### config.mk
export PLATFORM = sky130hd
export DESIGN_NAME = boundary_scan_tap
export DESIGN_NICKNAME = d
export VERILOG_FILES = /design/src/rtl/tap_pkg.sv /design/src/rtl/pin_sync.sv /design/src/rtl/boundary_scan_tap.sv
export VERILOG_INCLUDE_DIRS = /design/src /design/src/rtl
export SDC_FILE = /design/constraint.sdc
export NUM_CORES = 1
export LEC_CHECK = 0
export BUFFER_PORTS_ARGS = -buffer_cell sky130_fd_sc_hd__buf_2
export CAP_MARGIN = 20
export CORE_MARGIN = 2
export CORE_UTILIZATION = 53
export DETAILED_ROUTE_END_ITERATION = 12
export PLACE_DENSITY = 0.72
export SYNTH_ARGS = -nofsm -noshare
export SYNTH_HDL_FRONTEND = slang
export SYNTH_SLANG_ARGS = --single-unit
### constraint.sdc
create_clock -name clk -period 2.7 [get_ports clk]
set_clock_uncertainty 0.15 [all_clocks]
set_input_delay 0.135 -clock clk [delete_from_list [all_inputs] [get_ports clk]]
set_output_delay 0.135 -clock clk [all_outputs]
set_load 0.005 [all_outputs]
### src/rtl/tap_defines.svh
// Constants of the boundary-scan test access port
`ifndef TAP_DEFINES_SVH
`define TAP_DEFINES_SVH

`define TAP_IR_WIDTH      4
`define TAP_OP_EXTEST     4'h0
`define TAP_OP_SAMPLE     4'h1
`define TAP_OP_IDCODE     4'h2
`define TAP_OP_CLAMP      4'h3
`define TAP_OP_HIGHZ      4'h4
`define TAP_OP_BYPASS     4'hF
`define TAP_IR_CAPTURE    4'h1

`define TAP_ID_WIDTH      32
`define TAP_ID_VER_MSB    31
`define TAP_ID_VER_LSB    28
`define TAP_ID_PART_MSB   27
`define TAP_ID_PART_LSB   12
`define TAP_ID_MFR_MSB    11
`define TAP_ID_MFR_LSB    1
`define TAP_ID_FIXED_BIT  1'h1

`define TAP_PIN_COUNT     8
`define TAP_SYNC_RESET    1'h0

`endif

### src/rtl/tap_pkg.sv
// Types shared by the test access port files
package tap_pkg;

	// Raw test port inputs as they arrive from the board
	typedef struct packed {
		logic tck;
		logic tms;
		logic tdi;
		logic trst_n;
	} jtag_in_t;

	typedef struct packed {
		logic tdo_out;
		logic tdo_oe_n;
	} jtag_out_t;

	typedef enum logic [15:0] {
		TEST_LOGIC_RESET = 16'h0001,
		RUN_TEST_IDLE    = 16'h0002,
		SELECT_DR        = 16'h0004,
		CAPTURE_DR       = 16'h0008,
		SHIFT_DR         = 16'h0010,
		EXIT1_DR         = 16'h0020,
		PAUSE_DR         = 16'h0040,
		EXIT2_DR         = 16'h0080,
		UPDATE_DR        = 16'h0100,
		SELECT_IR        = 16'h0200,
		CAPTURE_IR       = 16'h0400,
		SHIFT_IR         = 16'h0800,
		EXIT1_IR         = 16'h1000,
		PAUSE_IR         = 16'h2000,
		EXIT2_IR         = 16'h4000,
		UPDATE_IR        = 16'h8000
	} tap_state_t;

endpackage

### src/rtl/pin_sync.sv
// Two-flop synchroniser for inputs from outside the clock domain
`timescale 1ns/1ps
`include "tap_defines.svh"

module pin_sync #(
	parameter int WIDTH = 1
) (
	input  wire logic             clk,
	input  wire logic             rst,
	input  wire logic [WIDTH-1:0] d,
	output logic      [WIDTH-1:0] q
);

	logic [WIDTH-1:0] meta;

	// The first stage feeds only the second stage
	always_ff @(posedge clk)
	begin
		if (rst)
		begin
			meta <= {WIDTH{`TAP_SYNC_RESET}};
			q    <= {WIDTH{`TAP_SYNC_RESET}};
		end
		else
		begin
			meta <= d;
			q    <= meta;
		end
	end

endmodule // pin_sync

### src/rtl/boundary_scan_tap.sv
// Boundary-scan test access port: TAP controller, instruction and data registers
`timescale 1ns/1ps
`include "tap_defines.svh"

module boundary_scan_tap #(
	parameter int          PINS    = `TAP_PIN_COUNT,
	parameter logic [3:0]  VERSION = 4'h3,      // Arbitrary value
	parameter logic [15:0] PART    = 16'hA5C3,  // Arbitrary value
	parameter logic [10:0] MAKER   = 11'h2B5    // Arbitrary value
) (
	input  wire logic               clk,
	input  wire logic               rst,
	input  wire tap_pkg::jtag_in_t  jtag_in,
	output tap_pkg::jtag_out_t      jtag_out,
	output logic                    trst_pull_en,
	input  wire logic [PINS-1:0]    pin_in,
	input  wire logic [PINS-1:0]    core_out,
	input  wire logic               core_drive,
	output logic [PINS-1:0]         pin_out,
	output logic                    pin_oe_n,
	output logic [PINS-1:0]         core_in
);
	import tap_pkg::*;

	localparam int BW = PINS + 1;

	jtag_in_t                  jin;
	logic                      tck_d;
	logic [PINS-1:0]           pin_s;
	tap_state_t                state;
	logic [`TAP_IR_WIDTH-1:0]  ir;
	logic [`TAP_IR_WIDTH-1:0]  ir_sr;
	logic                      bypass_sr;
	logic [`TAP_ID_WIDTH-1:0]  id_sr;
	logic [BW-1:0]             bsr;
	logic [BW-1:0]             bsr_upd;

	// All test pins and the sampled device pins cross into clk
	pin_sync #(.WIDTH(4)) u_jtag_sync (
		.clk (clk),
		.rst (rst),
		.d   (jtag_in),
		.q   (jin)
	);
	pin_sync #(.WIDTH(PINS)) u_pin_sync (
		.clk (clk),
		.rst (rst),
		.d   (pin_in),
		.q   (pin_s)
	);

	function automatic tap_state_t next_tap(input tap_state_t s, input logic tms);
		case (s)
			TEST_LOGIC_RESET: next_tap = tms ? TEST_LOGIC_RESET : RUN_TEST_IDLE;
			RUN_TEST_IDLE:    next_tap = tms ? SELECT_DR : RUN_TEST_IDLE;
			SELECT_DR:        next_tap = tms ? SELECT_IR : CAPTURE_DR;
			CAPTURE_DR:       next_tap = tms ? EXIT1_DR : SHIFT_DR;
			SHIFT_DR:         next_tap = tms ? EXIT1_DR : SHIFT_DR;
			EXIT1_DR:         next_tap = tms ? UPDATE_DR : PAUSE_DR;
			PAUSE_DR:         next_tap = tms ? EXIT2_DR : PAUSE_DR;
			EXIT2_DR:         next_tap = tms ? UPDATE_DR : SHIFT_DR;
			UPDATE_DR:        next_tap = tms ? SELECT_DR : RUN_TEST_IDLE;
			SELECT_IR:        next_tap = tms ? TEST_LOGIC_RESET : CAPTURE_IR;
			CAPTURE_IR:       next_tap = tms ? EXIT1_IR : SHIFT_IR;
			SHIFT_IR:         next_tap = tms ? EXIT1_IR : SHIFT_IR;
			EXIT1_IR:         next_tap = tms ? UPDATE_IR : PAUSE_IR;
			PAUSE_IR:         next_tap = tms ? EXIT2_IR : PAUSE_IR;
			EXIT2_IR:         next_tap = tms ? UPDATE_IR : SHIFT_IR;
			UPDATE_IR:        next_tap = tms ? SELECT_DR : RUN_TEST_IDLE;
			default:          next_tap = TEST_LOGIC_RESET;
		endcase
	endfunction

	// A low test reset acts at once; only the two-flop delay separates it from the pin
	wire tap_rst  = rst | ~jin.trst_n;
	wire tck_rise = jin.tck & ~tck_d;
	wire tck_fall = ~jin.tck & tck_d;

	// Unknown opcodes fall back to bypass, as the standard asks
	wire op_extest = (ir == `TAP_OP_EXTEST);
	wire op_sample = (ir == `TAP_OP_SAMPLE);
	wire op_idcode = (ir == `TAP_OP_IDCODE);
	wire op_clamp  = (ir == `TAP_OP_CLAMP);
	wire op_highz  = (ir == `TAP_OP_HIGHZ);
	wire sel_bsr   = op_extest | op_sample;
	wire sel_bypass = ~(sel_bsr | op_idcode);

	wire [`TAP_ID_WIDTH-1:0] id_value;
	assign id_value[`TAP_ID_VER_MSB:`TAP_ID_VER_LSB]   = VERSION;
	assign id_value[`TAP_ID_PART_MSB:`TAP_ID_PART_LSB] = PART;
	assign id_value[`TAP_ID_MFR_MSB:`TAP_ID_MFR_LSB]   = MAKER;
	assign id_value[0]                                 = `TAP_ID_FIXED_BIT;

	wire in_shift_dr = (state == SHIFT_DR);
	wire in_shift_ir = (state == SHIFT_IR);
	wire dr_lsb      = op_idcode ? id_sr[0] : (sel_bsr ? bsr[0] : bypass_sr);
	wire next_tdo    = in_shift_ir ? ir_sr[0] : dr_lsb;

	// Boundary pins are driven by the test logic under EXTEST and CLAMP
	wire test_drive = op_extest | op_clamp;
	wire [PINS-1:0] next_pin_out = test_drive ? bsr_upd[PINS-1:0] : core_out;
	wire next_pin_oe_n = op_highz ? 1'h1 : (test_drive ? ~bsr_upd[PINS] : ~core_drive);
	wire [PINS-1:0] next_core_in = op_extest ? bsr_upd[PINS-1:0] : pin_s;

	always_ff @(posedge clk)
	begin
		if (rst)
			tck_d <= 1'h0;
		else
			tck_d <= jin.tck;
	end

	// Controller advances on the rising test clock
	always_ff @(posedge clk)
	begin
		if (tap_rst)
			state <= TEST_LOGIC_RESET;
		else if (tck_rise)
			state <= next_tap(state, jin.tms);
	end

	// Capture and shift on the rising test clock
	always_ff @(posedge clk)
	begin
		if (tap_rst)
		begin
			ir_sr     <= `TAP_IR_CAPTURE;
			bypass_sr <= 1'h0;
			id_sr     <= '0;
			bsr       <= '0;
		end
		else if (tck_rise)
		begin
			if (state == CAPTURE_IR)
				ir_sr <= `TAP_IR_CAPTURE;
			else if (in_shift_ir)
				ir_sr <= {jin.tdi, ir_sr[`TAP_IR_WIDTH-1:1]};
			if (state == CAPTURE_DR)
			begin
				bypass_sr <= 1'h0;
				if (op_idcode)
					id_sr <= id_value;
				if (sel_bsr)
					bsr <= {core_drive, pin_s};
			end
			else if (in_shift_dr)
			begin
				if (op_idcode)
					id_sr <= {jin.tdi, id_sr[`TAP_ID_WIDTH-1:1]};
				else if (sel_bsr)
					bsr <= {jin.tdi, bsr[BW-1:1]};
				else
					bypass_sr <= jin.tdi;
			end
		end
	end

	// Updates land on the falling test clock, so pins settle mid-cycle
	always_ff @(posedge clk)
	begin
		if (tap_rst)
		begin
			ir      <= `TAP_OP_IDCODE;
			bsr_upd <= '0;
		end
		else if (tck_fall)
		begin
			if (state == TEST_LOGIC_RESET)
				ir <= `TAP_OP_IDCODE;
			else if (state == UPDATE_IR)
				ir <= ir_sr;
			if (state == UPDATE_DR && sel_bsr)
				bsr_upd <= bsr;
		end
	end

	// Serial output follows the falling test clock and floats outside shifting
	always_ff @(posedge clk)
	begin
		if (tap_rst)
		begin
			jtag_out.tdo_out  <= 1'h0;
			jtag_out.tdo_oe_n <= 1'h1;
		end
		else if (tck_fall)
		begin
			jtag_out.tdo_out  <= next_tdo;
			jtag_out.tdo_oe_n <= ~(in_shift_dr | in_shift_ir);
		end
	end

	// Pins follow the core except when the test logic owns them
	always_ff @(posedge clk)
	begin
		if (rst)
		begin
			pin_out      <= '0;
			pin_oe_n     <= 1'h1;
			core_in      <= '0;
			trst_pull_en <= 1'h0;
		end
		else
		begin
			pin_out      <= next_pin_out;
			pin_oe_n     <= next_pin_oe_n;
			core_in      <= next_core_in;
			trst_pull_en <= 1'h1;
		end
	end

endmodule // boundary_scan_tap

==> impl_results.md <==
- Status: completed
- Die W: about 98 um
- Routed vias/inst: 5.745
- H-tree Lvls: 4
- Filler Cell Count: 668
- Vias in the first global route: 3969
- Most used DFF post-synth: dfxtp_1
- Min Tclk post-route: 2.582 ns
- Tightest hold margin: roughly 0.22 ns
- Num CTS Buffers: 17
- Syn Area/Cell: 9.593 um2
- Most used cell, CP: nor4_4
- I/O Buffers: 42
- Finished Core Util: 68.63%
- Critical Path Sink Type: register
- Area of the mapped netlist: ~4700 um2
- Total wire length: between 10000 and 15000 um
- PwrDens: roughly 680 nW/um2
- Dpl hpwl: 7290 um
- F_max: roughly 0.39 GHz
- Min-delay src: pin_in[4]
- First-pass GRT wire length: around 19000 um
- VDD IR max: 0.0005922 V
- Chip height: ~98 um
- Antenna viol nets, final: 0
- Most common cell after layout, fill and taps aside: dfxtp_1
- Initial DRC Count: 290
- Layout area overhead: 26.19%
- Yosys warns: 0
- WL/cell: ~17 um
- Slowest Stage Delay on Critical Path: roughly 0.80 ns
- Via Count: just under 4000
- Type of the worst min-delay path: input pin to register
- Root Buffer Master: clkbuf_8
- Overall Global Routing Usage: around a quarter
- Setup violators final: 0
- Syn Nets: 515
- MaxCap Viol Count: 0
- Worst rel slew slack: about three fifths
- Fraction of registers with async set or reset after synthesis: 0%
- Number of flops mapped to enable cells by yosys: 0
- Clk sink count: 120
- Leak: approximately 2.2 nW
- Starting density of the core: a little over half
- Worst-path clk slew: 0.06 ns
- Inst Count DP: between 600 and 700
- Share of the clock period used by the worst path: a little over nine tenths
- R2R depth: 7
- Post-synthesis register bit count: 120
- CP Launch Type: register
- Final Hold Vio Count: 0
- Worst path required time: 2.96 ns
- First-pass DRT Iterations: 4
- Die area: 9676 um2
- Gr ovfl total: 0
- Hold depth: 3
- Clock tree buffer depth: 2
- Num rows: 34
- Fin. max-slew vios: 0
- Skew-Pair Late Insertion Delay: approximately 0.51 ns
- Initial antenna violation count: 0
- CP Class: register to register
- Slew @ Worst Pin: a little over 0.6 ns
- Sequential area share after synthesis: around half
- Core area: ~8700 um2
- Final Instance Count excl. Fillers: just under 700
- Gpl congestion: about 0.93
- Critical Path Start: state[5]$_SDFFE_PP0P_
- Cell variety after synth: 46
- Worst endpoint data arrival time: approximately 2.8 ns
- CP max-delay cell: or4b_2
- Crit Path Max Fanout: 18
- Largest net degree at the start of global routing: 43
- # IOs: 43
- Antenna fix cells: 0
- Most frequent cells in the layout: dfxtp_1 (120), nor2_1 (72), buf_2 (42)
- Share of cells above drive strength 1: roughly 23%
- R2R Path Start: state[5]$_SDFFE_PP0P_
- Placed cell area: ~5000 um2
- Post-route cell area: a little under 6000 um2
- Power Total: 4.062 mW
- Post-Synthesis Cells: just under 500
- Post-route DRC: 0
- CTS tree: done
- Critical path, cell by cell: or4b_2 > nor4_4 > nor2_2 > nor4_4 > buf_12 > nor2_1 > a211oi_1
- Final #Nets: ~600
power by group:
part | switching [mW] | internal (mW) | total [mW]
Clock | 0.823 | 1.30 | 2.12
Sequential | 0.0119 | 1.80 | 1.81
Combinational | 0.0613 | 0.0659 | 0.127
Total | 0.896 | 3.17 | 4.06
kinds of logic (layout without fill, tap and decap cells):
group                     count (synthesis)  count (layout)  synth area share [%]
AOI/OAI and AO/OA                        92              92                 14.16
and+or+nand+nor                         201             201                 23.04
muxes                                    35              35                 7.423
xor gates and xnor gates                  6               6                 1.113
buffers and inverters                    38             128                 3.367
DFF                                     120             120                 50.90
critical path: cells and delay by family, from the launching register on:
| family | cells | cell delay, ns |
|---|---|---|
| simple gates | 5 | 1.49 |
| flops | 1 | 0.38 |
| compound gates | 1 | 0.26 |
| buf+inv | 1 | 0.19 |
flip-flops by register name, summed over array words and instances (netlist names), 8 cells and up:
signal and flops:
id_sr 32, state 16, u_pin_sync.meta 8, bsr 9, u_pin_sync.q 8, core_in 8
pin_out 8, bsr_upd 9
final timing paths:
| kind | to | slack [ns] |
|---|---|---|
| worst max register to register | bsr[2]$_SDFFE_PP0P_ | 0.12 |
| worst min register to register | u_jtag_sync.q[0]$_SDFF_PP0_ | 0.28 |
| worst min-delay path | u_pin_sync.meta[4]$_SDFF_PP0_ | 0.22 |
| worst max-delay path | bsr[2]$_SDFFE_PP0P_ | 0.12 |
what timing repair did:
| item | CTS | global route |
|---|---|---|
| setup buffers | 0 | 2 |
| hold buffers | 25 | 0 |
| hold endpoints to repair | 27 | 0 |
| resized for setup | 0 | 1 |
| endpoints found under the setup margin | 0 | 2 |
stage by stage:
| step | setup TNS (ns) | setup slack, ns |
|---|---|---|
| 2_1_floorplan | 0 | 0.1932 |
| 3_3_place_gp | 0 | 0.2616 |
| 3_5_place_dp | 0 | 0.2268 |
| 4_1_cts | 0 | 0.1364 |
| 5_1_grt | -0.006942 | -0.006942 |
| 6_report | 0 | 0.1177 |
routing by layer:
layer,track usage (%),vias up,routed length (um)
li1,-,1923,-
met2,40.14,134,5674
met3,6.514,30,654
met5,0,-,0
met1,31.35,1877,4974
met4,12.12,0,331
layout make-up:
cell class              count  area, um2  share of cell area (%)
clock buffers              20      455.4                   7.647
clock inverters            12      113.9                   1.912
inverters                   1      3.754                 0.06303
multi-input cells         334       2162                   36.30
flip-flops and latches    120       2402                   40.34
well taps                 108      135.1                   2.269
repair buffers             95      683.2                   11.47
Yosys cell counts (all sizes together) (2+ instances only):
library cell  count  share of area, %
a211oi            9               1.5
a21oi            22               2.3
a22oi            19               3.0
buf               9               1.1
clkbuf           28               2.2
dfxtp           120                51
mux2i            35               7.4
nand2            24               1.9
nand2b            4              0.53
nand3            11               1.2
nand3b            2              0.32
nand4             3              0.40
nand4b            5              0.93
nor2             75               6.1
nor2b            29               3.8
nor3             13               1.5
nor4             16               3.1
nor4b             4              0.74
o21ai            16               1.7
o221a            17               4.1
o22ai             2              0.27
or2               2              0.27
or4               5              0.80
or4b              3              0.64
xnor2             2              0.37
xor2              4              0.74
Note: power is estimated with default switching activity, not from simulation.
